==> src/inc/usf_pkg.sv <==
// Package with register offsets, field positions and reset values of the serial-port status block.
package usf_pkg;
  localparam logic [7:0] USF_OFS_STA = 8'h00;
  localparam logic [7:0] USF_OFS_STAH = 8'h04;
  localparam logic [7:0] USF_OFS_CFG = 8'h08;
  localparam logic [7:0] USF_OFS_TXD = 8'h0c;
  localparam logic [7:0] USF_OFS_RXD = 8'h10;
  localparam logic [7:0] USF_OFS_P1 = 8'h14;
  localparam logic [7:0] USF_OFS_P2 = 8'h18;
  // Status register low byte; the enable for each flag sits eight bits higher.
  localparam int USF_STA_SHE = 7;
  localparam int USF_STA_PARITY_OR_ADDRESS_FLAG = 6;
  localparam int USF_STA_ABD = 5;
  localparam int USF_STA_CHK = 4;
  localparam int USF_STA_FRAMING_ERR_FLAG = 3;
  localparam int USF_STA_BRK = 2;
  localparam int USF_STA_OVF = 1;
  localparam int USF_STA_COL = 0;
  localparam logic [7:0] USF_STICKY_MASK = 8'h37;
  // Buffer status register.
  localparam int USF_STAH_TXSEL = 12;
  localparam int USF_STAH_RXSEL = 8;
  localparam int USF_STAH_TX_WRITE_ERROR = 7;
  localparam int USF_STAH_STOP_DETECT_MODE = 6;
  localparam int USF_STAH_TXE = 5;
  localparam int USF_STAH_TXF = 4;
  localparam int USF_STAH_IDLE = 3;
  localparam int USF_STAH_XON = 2;
  localparam int USF_STAH_RXE = 1;
  localparam int USF_STAH_RXF = 0;
  // Configuration register.
  localparam int USF_CFG_FLO = 0;
  localparam int USF_CFG_INV = 2;
  localparam int USF_CFG_MODE = 4;
  localparam int USF_CFG_TXEN = 8;
  localparam int USF_CFG_RXEN = 9;
  localparam int USF_CFG_STOP_BIT_COUNT_SELECT = 10;
  localparam logic [1:0] USF_FLO_XON = 2'h1;
  localparam logic [1:0] USF_FLO_HW = 2'h2;
  localparam logic [1:0] USF_STOP_BIT_COUNT_SELECT_TWO = 2'h2;
  localparam logic [3:0] USF_MODE_PODD = 4'h2;
  localparam logic [3:0] USF_MODE_PEVEN = 4'h3;
  localparam logic [3:0] USF_MODE_ADDR = 4'h4;
  localparam logic [3:0] USF_MODE_LINS = 4'hb;
  localparam logic [3:0] USF_MODE_LINM = 4'hc;
  localparam logic USF_SHE_RST = 1'b1;
  localparam logic USF_TXPIN_RST = 1'b1;
  localparam logic USF_IDLE_RST = 1'b1;
endpackage

==> src/core/usf_status_flags.sv <==
// Status, interrupt-enable, buffer-threshold and error-flag logic of a serial port, with an APB slave.
//
// Chosen here: the APB register port and the address map.
`timescale 1ns/100ps
`default_nettype none
module usf_status_flags
  import usf_pkg::*;
#(
  parameter int DEPTH = 8
) (
  input wire logic pclk,
  input wire logic presetn,
  input wire logic psel,
  input wire logic penable,
  input wire logic pwrite,
  input wire logic [7:0] paddr,
  input wire logic [31:0] pwdata,
  output logic [31:0] prdata,
  output logic pready,
  output logic pslverr,
  input wire logic tx_shift_level,
  output logic tx_pin,
  input wire logic tx_pop_req,
  output logic [7:0] tx_word,
  output logic tx_word_valid,
  input wire logic tx_stop_mid,
  input wire logic tx_stop_end,
  input wire logic rx_push,
  input wire logic [7:0] rx_data,
  input wire logic rx_stop_bad,
  input wire logic rx_stop1_mid,
  input wire logic rx_stop2_mid,
  input wire logic rx_stop_end,
  input wire logic rx_receiving,
  input wire logic parity_err_evt,
  input wire logic address_evt,
  input wire logic autobaud_rollover_evt,
  input wire logic checksum_err_evt,
  input wire logic rx_break_evt,
  input wire logic echo_valid,
  input wire logic [7:0] echo_tx_word,
  input wire logic [7:0] echo_rx_word,
  input wire logic xon_evt,
  input wire logic xoff_evt,
  input wire logic param_one_taken,
  output logic [8:0] param_one,
  output logic [8:0] param_two,
  output logic param_one_full,
  output logic flow_xon_mode,
  output logic flow_hw_mode,
  output logic tx_irq,
  output logic receive_irq,
  output logic uart_irq
);
  localparam int AW = $clog2(DEPTH);
  localparam logic [AW:0] FULL_CNT = (AW + 1)'(DEPTH);

  logic [31:0] prdata_reg, rd_mux;
  logic pready_reg, pslverr_reg;
  logic [7:0] irq_en_reg;
  logic [7:0] sticky_reg, sticky_set, sticky_clr;
  logic shifter_empty_reg, parity_or_address_flag_reg, tx_write_error_reg, xon_reg, idle_reg;
  logic stop_detect_mode_reg;
  logic [2:0] tx_irq_threshold_reg, rx_irq_threshold_reg;
  logic [1:0] flow_ctrl_select_reg, stop_bit_count_select_reg;
  logic [3:0] protocol_mode_select_reg;
  logic tx_polarity_invert_reg, transmit_enable_bit_reg, receive_enable_bit_reg;
  logic [8:0] param_one_reg, param_two_reg;
  logic param_one_full_reg;
  logic tx_pin_reg, tx_irq_reg, rx_irq_reg, uart_irq_reg;
  logic flow_xon_reg, flow_hw_reg;
  logic [7:0] tx_word_reg;
  logic tx_word_valid_reg;
  logic [7:0] tx_mem [DEPTH];
  logic [7:0] rx_mem [DEPTH];
  logic [DEPTH-1:0] rx_framing_err_flag_mem;
  logic [AW-1:0] tx_wp_reg, tx_rp_reg, rx_wp_reg, rx_rp_reg;
  logic [AW:0] tx_cnt_reg, rx_cnt_reg;

  // Bus decode. Registers answer in the first access cycle; writes land at that edge.
  wire setup = psel & ~penable;
  wire acc = psel & penable & pready_reg;
  wire wr_acc = acc & pwrite;
  wire rd_acc = acc & ~pwrite;
  wire hit_sta = paddr == USF_OFS_STA;
  wire hit_stah = paddr == USF_OFS_STAH;
  wire hit_cfg = paddr == USF_OFS_CFG;
  wire hit_txd = paddr == USF_OFS_TXD;
  wire hit_rxd = paddr == USF_OFS_RXD;
  wire hit_p1 = paddr == USF_OFS_P1;
  wire hit_p2 = paddr == USF_OFS_P2;
  wire mapped = hit_sta | hit_stah | hit_cfg | hit_txd | hit_rxd | hit_p1 | hit_p2;
  wire wr_sta = wr_acc & hit_sta;
  wire wr_stah = wr_acc & hit_stah;
  wire wr_cfg = wr_acc & hit_cfg;
  wire wr_txd = wr_acc & hit_txd;
  wire wr_p1 = wr_acc & hit_p1;
  wire rd_rxd = rd_acc & hit_rxd;

  wire mode_lin_par = protocol_mode_select_reg == USF_MODE_PODD || protocol_mode_select_reg == USF_MODE_PEVEN ||
                      protocol_mode_select_reg == USF_MODE_LINS || protocol_mode_select_reg == USF_MODE_LINM;
  wire mode_addr = protocol_mode_select_reg == USF_MODE_ADDR;
  wire mode_plain = ~protocol_mode_select_reg[3];

  // Buffer state.
  wire tx_empty = tx_cnt_reg == '0;
  wire tx_full = tx_cnt_reg == FULL_CNT;
  wire rx_empty = rx_cnt_reg == '0;
  wire rx_full = rx_cnt_reg == FULL_CNT;
  wire tx_p2_zero = mode_lin_par & (param_two_reg == '0);
  wire tx_bad_write = wr_txd & (tx_full | tx_p2_zero);
  wire tx_push = wr_txd & ~tx_bad_write;
  wire tx_pop = tx_pop_req & ~tx_empty & transmit_enable_bit_reg;
  wire tx_flush = wr_stah & pwdata[USF_STAH_TXE] & ~transmit_enable_bit_reg;
  wire rx_flush = wr_stah & pwdata[USF_STAH_RXE] & ~receive_enable_bit_reg;
  wire rx_overflow = rx_push & rx_full;
  wire rx_take = rx_push & ~rx_full & receive_enable_bit_reg;
  wire rx_pop = rd_rxd & ~rx_empty;
  wire framing_err_flag_top = ~rx_empty & rx_framing_err_flag_mem[rx_rp_reg];
  wire p1_bad_write = wr_p1 & mode_addr & param_one_full_reg;

  // Flag sources.
  wire parity_or_address_flag_set = (mode_lin_par & parity_err_evt) | (mode_addr & address_evt);
  wire collision = echo_valid & (echo_tx_word != echo_rx_word);
  always_comb begin
    sticky_set = '0;
    sticky_set[USF_STA_ABD] = autobaud_rollover_evt;
    sticky_set[USF_STA_CHK] = checksum_err_evt;
    sticky_set[USF_STA_BRK] = rx_break_evt;
    sticky_set[USF_STA_OVF] = rx_overflow;
    sticky_set[USF_STA_COL] = collision;
    sticky_clr = wr_sta ? ~pwdata[7:0] : 8'h00;
  end
  wire [7:0] sticky_next = ((sticky_reg & ~sticky_clr) | sticky_set) & USF_STICKY_MASK;
  wire tx_write_error_next = (tx_write_error_reg & ~(wr_stah & ~pwdata[USF_STAH_TX_WRITE_ERROR])) | tx_bad_write | p1_bad_write;

  wire [7:0] sta_flags = {shifter_empty_reg, parity_or_address_flag_reg, sticky_reg[5:4], framing_err_flag_top, sticky_reg[2:0]};
  wire [15:0] sta_val = {irq_en_reg, sta_flags};
  wire [15:0] stah_val = {1'b0, tx_irq_threshold_reg, 1'b0, rx_irq_threshold_reg, tx_write_error_reg, stop_detect_mode_reg,
                          tx_empty, tx_full, idle_reg, xon_reg, rx_empty, rx_full};
  wire [15:0] cfg_val = {4'h0, stop_bit_count_select_reg, receive_enable_bit_reg, transmit_enable_bit_reg,
                         protocol_mode_select_reg, 1'b0, tx_polarity_invert_reg, flow_ctrl_select_reg};
  wire [7:0] rx_head = rx_empty ? 8'h00 : rx_mem[rx_rp_reg];

  always_comb begin
    rd_mux = 32'h0000_0000;
    if (hit_sta) begin
      rd_mux[15:0] = sta_val;
    end else if (hit_stah) begin
      rd_mux[15:0] = stah_val;
    end else if (hit_cfg) begin
      rd_mux[15:0] = cfg_val;
    end else if (hit_rxd) begin
      rd_mux[7:0] = rx_head;
    end else if (hit_p1) begin
      rd_mux[8:0] = param_one_reg;
    end else if (hit_p2) begin
      rd_mux[8:0] = param_two_reg;
    end
  end

  // Watermarks and event timing.
  wire tx_wm = tx_cnt_reg <= (AW + 1)'(tx_irq_threshold_reg);
  wire rx_wm = rx_cnt_reg > (AW + 1)'(rx_irq_threshold_reg);
  wire rx_suppress = (parity_or_address_flag_reg & irq_en_reg[USF_STA_PARITY_OR_ADDRESS_FLAG]) | (framing_err_flag_top & irq_en_reg[USF_STA_FRAMING_ERR_FLAG]);
  wire rx_mid_sel = stop_bit_count_select_reg == USF_STOP_BIT_COUNT_SELECT_TWO ? rx_stop2_mid : rx_stop1_mid;
  wire rx_point = stop_detect_mode_reg ? rx_stop_end : rx_mid_sel;
  wire tx_point = stop_detect_mode_reg ? tx_stop_end : tx_stop_mid;
  wire [1:0] flo_eff = mode_plain ? flow_ctrl_select_reg : 2'h0;

  // APB answer.
  always_ff @(posedge pclk or negedge presetn) begin
    if (!presetn) begin
      pready_reg <= 1'b0;
      pslverr_reg <= 1'b0;
      prdata_reg <= 32'h0000_0000;
    end else begin
      pready_reg <= setup;
      pslverr_reg <= setup & ~mapped;
      prdata_reg <= (setup & ~pwrite) ? rd_mux : 32'h0000_0000;
    end
  end

  // Software-written configuration.
  always_ff @(posedge pclk or negedge presetn) begin
    if (!presetn) begin
      irq_en_reg <= 8'h00;
      tx_irq_threshold_reg <= 3'h0;
      rx_irq_threshold_reg <= 3'h0;
      stop_detect_mode_reg <= 1'b0;
      flow_ctrl_select_reg <= 2'h0;
      tx_polarity_invert_reg <= 1'b0;
      protocol_mode_select_reg <= 4'h0;
      transmit_enable_bit_reg <= 1'b0;
      receive_enable_bit_reg <= 1'b0;
      stop_bit_count_select_reg <= 2'h0;
      param_two_reg <= 9'h000;
    end else begin
      if (wr_sta) begin
        irq_en_reg <= pwdata[15:8];
      end
      if (wr_stah) begin
        tx_irq_threshold_reg <= pwdata[USF_STAH_TXSEL +: 3];
        rx_irq_threshold_reg <= pwdata[USF_STAH_RXSEL +: 3];
        stop_detect_mode_reg <= pwdata[USF_STAH_STOP_DETECT_MODE];
      end
      if (wr_cfg) begin
        flow_ctrl_select_reg <= pwdata[USF_CFG_FLO +: 2];
        tx_polarity_invert_reg <= pwdata[USF_CFG_INV];
        protocol_mode_select_reg <= pwdata[USF_CFG_MODE +: 4];
        transmit_enable_bit_reg <= pwdata[USF_CFG_TXEN];
        receive_enable_bit_reg <= pwdata[USF_CFG_RXEN];
        stop_bit_count_select_reg <= pwdata[USF_CFG_STOP_BIT_COUNT_SELECT +: 2];
      end
      if (wr_acc & hit_p2) begin
        param_two_reg <= pwdata[8:0];
      end
    end
  end

  // Parameter one holding slot; a write while full is refused in address mode.
  always_ff @(posedge pclk or negedge presetn) begin
    if (!presetn) begin
      param_one_reg <= 9'h000;
      param_one_full_reg <= 1'b0;
    end else begin
      if (wr_p1 & ~p1_bad_write) begin
        param_one_reg <= pwdata[8:0];
      end
      param_one_full_reg <= (wr_p1 & mode_addr) | (param_one_full_reg & ~param_one_taken);
    end
  end

  // Flags.
  always_ff @(posedge pclk or negedge presetn) begin
    if (!presetn) begin
      sticky_reg <= 8'h00;
      tx_write_error_reg <= 1'b0;
      parity_or_address_flag_reg <= 1'b0;
      shifter_empty_reg <= USF_SHE_RST;
      xon_reg <= 1'b0;
      idle_reg <= USF_IDLE_RST;
    end else begin
      sticky_reg <= sticky_next;
      tx_write_error_reg <= tx_write_error_next;
      parity_or_address_flag_reg <= parity_or_address_flag_set | (parity_or_address_flag_reg & ~rx_pop);
      // A load restarts the shifter, so it wins over a stop point in the same cycle.
      shifter_empty_reg <= ~tx_pop & (tx_point | shifter_empty_reg);
      xon_reg <= (flo_eff == USF_FLO_XON) & (xon_evt | (xon_reg & ~xoff_evt));
      idle_reg <= ~rx_receiving;
    end
  end

  // Transmit buffer.
  always_ff @(posedge pclk or negedge presetn) begin
    if (!presetn) begin
      tx_wp_reg <= '0;
      tx_rp_reg <= '0;
      tx_cnt_reg <= '0;
      tx_word_reg <= 8'h00;
      tx_word_valid_reg <= 1'b0;
    end else begin
      tx_word_valid_reg <= tx_pop;
      if (tx_pop) begin
        tx_word_reg <= tx_mem[tx_rp_reg];
      end
      if (tx_flush) begin
        tx_wp_reg <= '0;
        tx_rp_reg <= '0;
        tx_cnt_reg <= '0;
      end else begin
        if (tx_push) begin
          tx_wp_reg <= tx_wp_reg + 1'b1;
        end
        if (tx_pop) begin
          tx_rp_reg <= tx_rp_reg + 1'b1;
        end
        tx_cnt_reg <= tx_cnt_reg + (AW + 1)'(tx_push) - (AW + 1)'(tx_pop);
      end
    end
  end

  // Receive buffer; the stop-bit error bit is stored beside each character.
  always_ff @(posedge pclk or negedge presetn) begin
    if (!presetn) begin
      rx_wp_reg <= '0;
      rx_rp_reg <= '0;
      rx_cnt_reg <= '0;
    end else if (rx_flush) begin
      rx_wp_reg <= '0;
      rx_rp_reg <= '0;
      rx_cnt_reg <= '0;
    end else begin
      if (rx_take) begin
        rx_wp_reg <= rx_wp_reg + 1'b1;
      end
      if (rx_pop) begin
        rx_rp_reg <= rx_rp_reg + 1'b1;
      end
      rx_cnt_reg <= rx_cnt_reg + (AW + 1)'(rx_take) - (AW + 1)'(rx_pop);
    end
  end

  // Storage has no reset; entries are only read after being written.
  for (genvar i = 0; i < DEPTH; i++) begin : g_mem
    always_ff @(posedge pclk) begin
      if (tx_push && tx_wp_reg == AW'(i)) begin
        tx_mem[i] <= pwdata[7:0];
      end
      if (rx_take && rx_wp_reg == AW'(i)) begin
        rx_mem[i] <= rx_data;
        rx_framing_err_flag_mem[i] <= rx_stop_bad;
      end
    end
  end

  // Outputs to the line, the flow logic and the interrupt controller.
  always_ff @(posedge pclk or negedge presetn) begin
    if (!presetn) begin
      tx_pin_reg <= USF_TXPIN_RST;
      tx_irq_reg <= 1'b0;
      rx_irq_reg <= 1'b0;
      uart_irq_reg <= 1'b0;
      flow_xon_reg <= 1'b0;
      flow_hw_reg <= 1'b0;
    end else begin
      tx_pin_reg <= tx_shift_level ^ tx_polarity_invert_reg;
      tx_irq_reg <= tx_wm;
      // Raised only at the stop point so the interrupt lines up with the character boundary.
      rx_irq_reg <= rx_wm & ~rx_suppress & (rx_point | rx_irq_reg);
      uart_irq_reg <= |(sta_flags & irq_en_reg);
      flow_xon_reg <= flo_eff == USF_FLO_XON;
      flow_hw_reg <= flo_eff == USF_FLO_HW;
    end
  end

  assign prdata = prdata_reg;
  assign pready = pready_reg;
  assign pslverr = pslverr_reg;
  assign tx_pin = tx_pin_reg;
  assign tx_word = tx_word_reg;
  assign tx_word_valid = tx_word_valid_reg;
  assign param_one = param_one_reg;
  assign param_two = param_two_reg;
  assign param_one_full = param_one_full_reg;
  assign flow_xon_mode = flow_xon_reg;
  assign flow_hw_mode = flow_hw_reg;
  assign tx_irq = tx_irq_reg;
  assign receive_irq = rx_irq_reg;
  assign uart_irq = uart_irq_reg;

  property p_tx_polarity;
    @(posedge pclk) disable iff (!presetn) tx_polarity_invert_reg |=> tx_pin_reg == !$past(tx_shift_level);
  endproperty
  a_tx_polarity: assert property (p_tx_polarity) else $error("tx pin not inverted");

  property p_flow_reserved;
    @(posedge pclk) disable iff (!presetn) protocol_mode_select_reg[3] |=> !flow_xon_reg && !flow_hw_reg;
  endproperty
  a_flow_reserved: assert property (p_flow_reserved) else $error("flow control active in extended mode");

  property p_set_wins;
    @(posedge pclk) disable iff (!presetn) rx_overflow && wr_sta && !pwdata[USF_STA_OVF] |=> sticky_reg[USF_STA_OVF];
  endproperty
  a_set_wins: assert property (p_set_wins) else $error("overflow set lost to clear");

  property p_sticky_hold;
    @(posedge pclk) disable iff (!presetn) sticky_reg[USF_STA_CHK] && !wr_sta |=> sticky_reg[USF_STA_CHK];
  endproperty
  a_sticky_hold: assert property (p_sticky_hold) else $error("checksum flag dropped without write");

  property p_collision;
    @(posedge pclk) disable iff (!presetn) collision |=> sticky_reg[USF_STA_COL];
  endproperty
  a_collision: assert property (p_collision) else $error("collision not flagged");

  property p_tx_write_error_full;
    @(posedge pclk) disable iff (!presetn) wr_txd && tx_full && !tx_pop |=> tx_write_error_reg && $stable(tx_cnt_reg);
  endproperty
  a_tx_write_error_full: assert property (p_tx_write_error_full) else $error("write to full buffer not refused");

  property p_rx_suppress;
    @(posedge pclk) disable iff (!presetn) rx_suppress |=> !rx_irq_reg;
  endproperty
  a_rx_suppress: assert property (p_rx_suppress) else $error("receive watermark not suppressed");

  property p_tx_flush;
    @(posedge pclk) disable iff (!presetn) tx_flush |=> tx_cnt_reg == '0 ##1 tx_irq_reg;
  endproperty
  a_tx_flush: assert property (p_tx_flush) else $error("transmit flush failed");
endmodule
`default_nettype wire

==> config.mk <==
export PLATFORM = sky130hd
export DESIGN_NAME = usf_status_flags
export DESIGN_NICKNAME = d
export VERILOG_FILES = /design/src/inc/usf_pkg.sv /design/src/core/usf_status_flags.sv
export SDC_FILE = /design/constraint.sdc
export NUM_CORES = 1
export LEC_CHECK = 0
export BUFFER_PORTS_ARGS = -buffer_cell sky130_fd_sc_hd__buf_2
export CAP_MARGIN = 15
export CORE_ASPECT_RATIO = 1.4
export CORE_MARGIN = 2
export CORE_UTILIZATION = 60
export DETAILED_ROUTE_END_ITERATION = 8
export PLACE_DENSITY = 0.9
export SKIP_LAST_GASP = 1
export SYNTH_ARGS = -nofsm -noshare
export SYNTH_HDL_FRONTEND = slang
export SYNTH_SLANG_ARGS = --single-unit
==> constraint.sdc <==
create_clock -name pclk -period 4.2 [get_ports pclk]
set_clock_uncertainty 0.15 [all_clocks]
set_input_delay 0 -clock pclk [delete_from_list [all_inputs] [get_ports pclk]]
set_output_delay 0 -clock pclk [all_outputs]
set_load 0.01 [all_outputs]
==> results.md, run 1 <==
- Status: finished with violations
- Failing checks: negative hold slack
- Yosys reg bits: 244
- CP startpoint kind: primary input
- CTS H-Tree Depth: 1
- Measured slew at the worst slew-check pin: 1.27 ns
- # DRC: 0
- Clock sinks: 244
- Top FF cell, synth: edfxtp_1
- Worst Setup EP: tx_cnt_reg[2]
- Die area: 19000 um2
- Count of different cell masters after synthesis: 57
- Post-synthesis sequential area ratio: 63.1%
- Dpl hpwl: 17500 um
- Flop2flop setup slack: 1.28 ns
- Routability cong.: 0.903
- CP startpoint: paddr[4]
- Die W: 117 um
- Boundary Pins: 156
- Yosys top cell area share: 37.9%
- Pint: 3940 uW
- Hold Vio Cnt, Final: 6
- Final setup fails: 0
- Vias in the first global route: 7511
- Critical Path AT: 3.42 ns
- CTS Buf Count: 23
- Die height: 162 um
- Initial drt markers: 565
- Via density per instance: 5.96
- CTS root buf: clkbuf_16
- Peak VDD IR: 0.364 mV
- Final Max Tran Viols: 0
- Max cap viols: 0
- Crit Reg-Reg Endpoint: tx_cnt_reg[3]
- RSZ-0062 raised after global routing: no
- Logic pwr share: 8.5%
- GRT overflow: 0
- Slew headroom: 14.9%
- P_sw: 1150 uW
- Mapped Area: 10800 um2
- Layout cells sized above 1: 26.5%
- Clock power share: 40.4%
- Drt wl/cell: 22.4 um
- ANT nets after route: 0
- Dominant cells by area after synthesis: edfxtp_1 38%, dfrtp_1 24%, mux4_2 6.7%
- HP Class: in -> async
- Bufs on Longest Clock Path: 3
- Maximum number of pins on one net before global-route repair: 67
- Critical path class: in -> reg
- EDFF count, synth: 136
- WHS: -0.0221 ns
- Yosys warns: 0
- Worst-path fanout max: 13
- Post-layout util: 73.5%
- Power per cell area: 390 nW/um2
- Fin crit share: 76.0%
- Crit. End Element: flop
- Row cnt: 58
- Clock transition at path regs: 0.06 ns
- Fin nets: 1076
- Post-Synthesis Cells: 757
- RR Startpoint: protocol_mode_select_reg[3]
- FF-to-FF path depth: 11
- Worst-skew pair later-pin latency: 0.52 ns
- Core box area: 17800 um2
- Most area-hungry cell type in the Yosys netlist: edfxtp_1
- Area growth, synth to finish: 21.3%
- Leakage: 0.00542 uW
- CTS tree: done
- Drt pass-1 iters: 5
- Synth async-reset ratio: 44.3%
- Switching Share: 22.6%
- CP required: 4.43 ns
- IO Port Bufs: 123
- Max Freq: 313 MHz
- WL final: 27200 um
- First-pass GRT wire length: 41000 um
- Top cells by count, synth: 136 x edfxtp_1, 105 x dfrtp_1, 55 x nand2_1, 42 x mux2_2, 41 x nor2_1
- Tot GR Track Use: 28.8%
- Seq pwr share: 51.2%
- Fill cells: 1050
- Syn avg cell area: 14.2 um2
- Post-layout min period: 3.19 ns
- Cell with the most instances after synthesis: edfxtp_1
- Initial antenna violation count: 1
- Setup bufs post-CTS: 0
- Via Count: 7225
- Starting Density: 60.5%
- Fin Setup TNS: 0 ns
through the flow:
stage          instance area (um2)  std cells  total power, uW  setup WS [ns]  hold WS (ns)
3_5_place_dp                 11500       1094             3030           1.07      -0.00292
5_1_grt                      13100       1212             5260          0.834        0.0598
3_3_place_gp                 11500       1094             3010           1.12      -0.00659
2_1_floorplan                10800        772             2890           1.64        -0.446
6_report                     13100       1212             5100           1.01       -0.0221
4_1_cts                      13000       1210             5100           1.05        0.0104
cells in the final DEF, fill, tap and decap left out, types with 31 or more instances in the layout:
| cell | count |
|---|---|
| mux4_2 | 32 |
| a21oi_1 | 31 |
| nand2_1 | 55 |
| ha_1 | 32 |
| nor2_1 | 41 |
| mux2_2 | 42 |
| dfrtp_1 | 105 |
| edfxtp_1 | 136 |
| inv_1 | 33 |
| buf_2 | 122 |
| dlygate4sd3_1 | 74 |
worst min path at each step:
stage | startpoint | end | slack (ns) | cells past startpoint
after global routing | tx_shift_level | tx_pin | 0.06 | 3
final | presetn | tx_word[3] | -0.02 | 2
after detailed placement | presetn | tx_word[3] | -0.003 | 1
after CTS | presetn | tx_word[3] | 0.01 | 2
after floorplan | presetn | flow_ctrl_select_reg[0] | -0.45 | 0
after global placement | rx_receiving | idle_reg | -0.007 | 2
logic make-up (layout without fill, tap and decap cells):
| group | Yosys count | in the layout | synth area share (%) |
|---|---|---|---|
| buffers and inverters | 79 | 278 | 3.42 |
| XOR/XNOR | 19 | 19 | 1.55 |
| AO/OA/AOI/OAI | 101 | 101 | 5.66 |
| other | 1 | 17 | 0.0348 |
| multiplexers | 99 | 99 | 13.4 |
| flip-flops | 244 | 244 | 63.1 |
| adder cells (fa/ha/maj) | 34 | 34 | 4.09 |
| AND/OR/NAND/NOR | 180 | 180 | 8.75 |
what timing repair did:
action | 4_1_cts | 5_1_grt
gates resized for setup | 0 | 0
hold buffers | 74 | 0
endpoints found under the hold margin | 299 | 0
worst max-delay path, stage by stage:
cell	delay (ns)
dlygate4sd3_1	0.54
buf_2	0.15
or4_1	0.71
nor4_2	0.44
o311a_2	0.38
inv_1	0.11
ha_1	0.28
inv_1	0.04
ha_1	0.19
fa_1	0.39
xnor2_1	0.15
nor2_1	0.05
layer usage:
layer	up-vias	part of all wire, %	track usage (%)
met1	3588	33	32.2
met5	-	0	0
li1	3150	-	-
met3	110	7.2	5.32
met2	377	54	51.4
met4	0	5.9	15.2
power by group through the flow:
stage | Clock, uW | Sequential (uW) | Combinational, uW
after floorplan | 0 | 2660 | 231
after global placement | 0 | 2660 | 351
after CTS | 2070 | 2610 | 417
after detailed placement | 0 | 2660 | 369
after global routing | 2170 | 2610 | 479
final | 2060 | 2610 | 431
cell type report:
type / count / area (um2) / share of cell area, %
flip-flops and latches: 244 / 6790 / 52.0
repair buffers: 203 / 1420 / 10.9
multi-input cells: 449 / 3670 / 28.1
clock inverters: 11 / 98.8 / 0.757
well taps: 240 / 300 / 2.30
inverters: 33 / 124 / 0.948
diodes: 1 / 2.50 / 0.0192
clock buffers: 31 / 656 / 5.02
Power figures use the tool's default switching activity.
==> run 2, diff against run 1 <==
Settings changed: CORE_UTILIZATION 60 to 57, PLACE_DENSITY 0.9 to 0.87.
Clock period 4.2 ns to 3.2 ns, I/O delays scaled along.
==> run 2 against run 1 <==
The flow still finishes with violations (negative hold slack); worst setup slack worse by 0.89 ns; sequential power is 31% higher; critical path depth stayed put; final cell count is 0.91% higher; register-to-register slack worse by 0.86 ns; worst hold slack better by 0.0042 ns; highest routed layer unchanged.
==> results.md, run 2 (synthesis results as in run 1) <==
- Fill cells: 1166
- Peak VDD IR: 0.536 mV
- First-pass GRT wire length: 42400 um
- Total chip power: 6890 uW
- Boundary Pins: 156
- Register Area: 6790 um2
- HP Class: in -> async
- Slew headroom: 41.8%
- GRT overflow: 0
- Multi-input gate area in the final layout: 3680 um2
- RR Startpoint: protocol_mode_select_reg[3]
- Drt pass-1 iters: 6
- Row cnt: 59
- Die area: 20000 um2
- Worst Setup EP: tx_cnt_reg[2]
- CP required: 3.45 ns
- Most common cell after layout, fill and taps aside: edfxtp_1
- Status: finished with violations
- Slowest-stage cell, CP: or4_1
- # DRC: 0
- CTS H-Tree Depth: 1
- Measured slew at the worst slew-check pin: 0.873 ns
- CP startpoint kind: primary input
- Area growth, synth to finish: 22.6%
- Grt met3 use: 4.69%
- CTS root buf: clkbuf_16
- M1 GR Usage: 30.4%
- Maximum number of pins on one net before global-route repair: 62
- Starting Density: 58.1%
- Via density per instance: 5.95
- Dpl hpwl: 18400 um
- RSZ-0062 raised after global routing: no
- Crit Reg-Reg Endpoint: tx_cnt_reg[1]
- Fin Setup TNS: 0 ns
- Hold Vio Cnt, Final: 22
- Critical Path AT: 3.33 ns
- Leakage: 0.00551 uW
- Worst-path fanout max: 13
- Worst-skew pair later-pin latency: 0.51 ns
- Max cap viols: 0
- Tot GR Track Use: 27.7%
- GRT Max-Usage Layer: met2
- CTS tree: done
- IO Port Bufs: 123
- Critical path class: in -> reg
- Crit. End Element: flop
- Post-layout min period: 3.08 ns
- Fin crit share: 96.4%
- Failing checks: negative hold slack
- Final setup fails: 0
- Power per cell area: 522 nW/um2
- Core box area: 18500 um2
- CP cell instances: dlygate4sd3_1 > buf_2 > or4_1 > nor4_2 > o311a_4 > inv_1 > ha_1 > inv_1 > ha_1 > fa_1 > xnor2_1 > nor2_1
- Clock transition at path regs: 0.07 ns
- Crit path largest cell delay: 0.62 ns
- Vias in the first global route: 7654
- Die W: 120 um
- Initial antenna violation count: 0
- Die height: 167 um
- FF-to-FF path depth: 9
- WHS: -0.0179 ns
- Via Count: 7272
- Clock sinks: 244
- ANT nets after route: 0
- Ant diodes: 0
- Final Max Tran Viols: 0
- WL final: 27100 um
- Routability cong.: 0.934
- Most frequent cells in the layout: 136 x edfxtp_1, 122 x buf_2, 105 x dfrtp_1, 72 x dlygate4sd3_1, 55 x nand2_1
- CP startpoint: paddr[5]
- Flop2flop setup slack: 0.42 ns
- Met2 usage: 51.5%
- Drt wl/cell: 22.1 um
- Layout cells sized above 1: 27.4%
- Bufs on Longest Clock Path: 3
- CTS Buf Count: 23
- Initial drt markers: 813
- Max Freq: 324 MHz
- Fin nets: 1085
-- run 2: changes by cell type in the layout (fill, tap and decap cells not counted), moves of 2 or more --
cell / delta
buf_12: +2
buf_4: +10
bufinv_16: +3
clkbuf_8: -4
dlygate4sd3_1: -2
inv_6: -3
-- run 2: layout make-up --
cell class | count | area share (%)
Timing Repair Buffer | 212 | 11.3
Sequential cell | 244 | 51.5
Multi-Input combinational cell | 449 | 27.9
Inverter | 33 | 0.939
Clock inverter | 14 | 1.40
Clock buffer | 27 | 4.71
Tap cell | 244 | 2.31
-- run 2: how the worst min path moves through the flow --
stage | end | cells past startpoint | startpoint | slack (ns)
after detailed placement | tx_word[5] | 1 | presetn | -0.009
after global placement | idle_reg | 2 | rx_receiving | -0.02
after global routing | idle_reg | 3 | rx_receiving | 0.02
after CTS | tx_word[5] | 2 | presetn | 0.004
after floorplan | flow_ctrl_select_reg[0] | 0 | presetn | -0.45
final | tx_word[7] | 2 | presetn | -0.02
-- run 2: critical path: cells and delay by family --
kind                       cells  cell delay, ns
buffers and inverters          4            0.86
and+or+nand+nor                3            1.10
AOI/OAI and AO/OA              1            0.35
adders and majority gates      3            0.86
xor gates and xnor gates       1            0.14
-- run 2: layer usage --
metal	up-vias	part of all wire, %
met5	-	0
met4	0	4.9
met3	113	6.8
met2	385	55
met1	3598	34
li1	3176	-
-- run 2: what timing repair did --
action | 4_1_cts | 5_1_grt
endpoints found under the setup margin | 0 | 2
endpoints found under the hold margin | 296 | 0
buffers inserted | 0 | 0
gates resized for setup | 0 | 1
hold buffers | 72 | 0
-- run 2: metrics by stage --
| stage | cells | setup slack [ns] | utilization [%] | instance area, um2 | hold WS, ns |
|---|---|---|---|---|---|
| floorplan | 772 | 0.641 | - | 10800 | -0.446 |
| global placement | 1110 | 0.273 | 62.9 | 11700 | -0.0153 |
| detailed placement | 1110 | 0.213 | 62.9 | 11700 | -0.00909 |
| CTS | 1223 | 0.200 | 71.2 | 13200 | 0.00395 |
| global route | 1223 | 0.0119 | 71.2 | 13200 | 0.0208 |
| finish | 1223 | 0.115 | 71.2 | 13200 | -0.0179 |
-- run 2: where the power goes --
part	internal (uW)	switching (uW)	leakage, uW
clock network	1720	1170	0.000387
registers	3380	43.7	0.00265
logic	262	309	0.00247
==> run 3, diff against run 2 <==
Settings changed: CORE_UTILIZATION 57 to 45, CTS_BUF_LIST set to sky130_fd_sc_hd__clkbuf_16, MAX_ROUTING_LAYER set to met4, PLACE_DENSITY 0.87 to 0.72.
==> run 3 against run 2 <==
Final cell count is 6.0% higher; power is 1.9% lower; worst hold slack better by 0.038 ns; critical endpoint unchanged; clock power down 4%; sequential cell count unchanged; worst setup slack improved by 0.036 ns; sequential power about the same; the flow now finishes without violations.
==> results.md, run 3 (synthesis results as in run 1) <==
- Maximum number of pins on one net before global-route repair: 53
- IO Port Bufs: 123
- Critical path class: in -> reg
- Core box area: 23700 um2
- Fin nets: 1089
- Critical Path AT: 3.31 ns
- Final worst slack: 0.152 ns
- Hold_sp: tx_shift_level
- Power per cell area: 509 nW/um2
- Worst-skew pair later-pin latency: 0.53 ns
- Crit path largest cell delay: 0.62 ns
- Row cnt: 67
- Peak VDD IR: 0.490 mV
- Initial antenna violation count: 0
- Max Freq: 328 MHz
- Bufs on Longest Clock Path: 3
- Final setup fails: 0
- Setup WS pre-CTS: 0.179 ns
- Fin Setup TNS: 0 ns
- CP cell instances: dlygate4sd3_1 > buf_2 > or4_1 > nor4_2 > o311a_4 > inv_1 > ha_1 > inv_1 > ha_1 > fa_1 > xnor2_1 > nor2_1
- Area growth, synth to finish: 23.4%
- Slew headroom: 44.4%
- Flop2flop setup slack: 0.40 ns
- Initial drt markers: 446
- Post-layout util: 56.0%
- CTS root buf: clkbuf_16
- Dpl hpwl: 18200 um
- Post-layout min period: 3.05 ns
- Clock transition at path regs: 0.06 ns
- Leakage: 0.00553 uW
- Ant diodes: 0
- Worst-path fanout max: 13
- Via density per instance: 5.37
- Clock sinks: 244
- Crit Reg-Reg Endpoint: tx_cnt_reg[1]
- Most common cell after layout, fill and taps aside: edfxtp_1
- Hold Vio Cnt, Final: 0
- Via Count: 6964
- HP Class: in -> reg
- CP delay by family, top: simple AND/OR/NAND/NOR gates
- WL final: 26000 um
- Measured slew at the worst slew-check pin: 0.835 ns
- Post-route insts no fill: 1296
- Hold path cells: 3
- CTS Buf Count: 25
- Fin crit share: 95.3%
- WHS: 0.0198 ns
- Routability cong.: 0.890
- Die area: 25200 um2
- Hold EP: tx_pin
- CP required: 3.47 ns
- Max cap viols: 0
- Slowest-stage cell, CP: or4_1
- FF-to-FF path depth: 9
- Layout cells sized above 1: 26.7%
- Drt pass-1 iters: 5
- Boundary Pins: 156
- Placed insts: 1173
- CP Depth: 12
- Crit. End Element: flop
- Most frequent cells in the layout: 136 x edfxtp_1, 122 x buf_2, 105 x dfrtp_1, 76 x dlygate4sd3_1, 55 x nand2_1
- CTS H-Tree Depth: 1
- RSZ-0062 raised after global routing: no
- RR Startpoint: protocol_mode_select_reg[3]
- # DRC: 0
- Final Max Tran Viols: 0
- CTS tree: done
- GRT overflow: 0
- Drt wl/cell: 20.0 um
- Vias in the first global route: 7286
- Die height: 187 um
- Number of buffers and inverters on the critical path: 4
- Starting Density: 45.4%
- ANT nets after route: 0
- Tot GR Track Use: 21.4%
- First-pass GRT wire length: 40300 um
- Setup bufs post-CTS: 0
- CP startpoint kind: primary input
- Status: finished, final reports clean
- Die W: 135 um
-- run 3: what timing repair did --
item | CTS | global route
hold endpoints to repair | 345 | 0
hold buffers | 77 | 0
endpoints found under the setup margin | 0 | 3
resized for setup | 0 | 1
-- run 3: metal layers --
layer	GRT usage [%]	part of all wire, %
met3	3.58	6.9
met1	24.5	37
met4	6.11	2.7
met5	-	0
met2	38.4	53
-- run 3: metrics by stage --
step / total power, uW / area (um2)
2_1_floorplan: 3790 / 10800
3_3_place_gp: 3970 / 11700
3_5_place_dp: 3990 / 11700
4_1_cts: 6790 / 13300
5_1_grt: 7030 / 13300
6_report: 6760 / 13300
-- run 3: layout make-up --
class	instances	area (um2)
clock inverters	21	159
fillers	1907	10400
clock buffers	25	626
well taps	310	388
inverters	33	124
repair buffers	214	1520
multi-input cells	449	3680
flip-flops and latches	244	6790
-- run 3: report_power, final --
group          internal, uW  switching [uW]  total, uW
Sequential             3380            40.6       3420
Clock                  1590            1190       2780
Combinational           263             294        557
Total                  5230            1530       6760
-- run 3: worst register-to-register path: cells and delay by family (launching register included) --
kind | cells | cell delay (ns)
AOI/OAI and AO/OA | 1 | 0.45
adders and majority gates | 3 | 0.85
buffers and inverters | 2 | 0.17
DFF | 1 | 0.45
and+or+nand+nor | 2 | 0.25
muxes | 1 | 0.39
-- run 3: how the worst max path moves through the flow --
| stage | start | endpoint | slack [ns] |
|---|---|---|---|
| floorplan | protocol_mode_select_reg[3] | tx_cnt_reg[1] | 0.64 |
| global placement | paddr[4] | tx_cnt_reg[2] | 0.23 |
| detailed placement | paddr[4] | tx_cnt_reg[2] | 0.18 |
| CTS | paddr[4] | tx_cnt_reg[2] | 0.18 |
| global route | paddr[4] | tx_cnt_reg[3] | 0.0004 |
| finish | paddr[4] | tx_cnt_reg[2] | 0.15 |
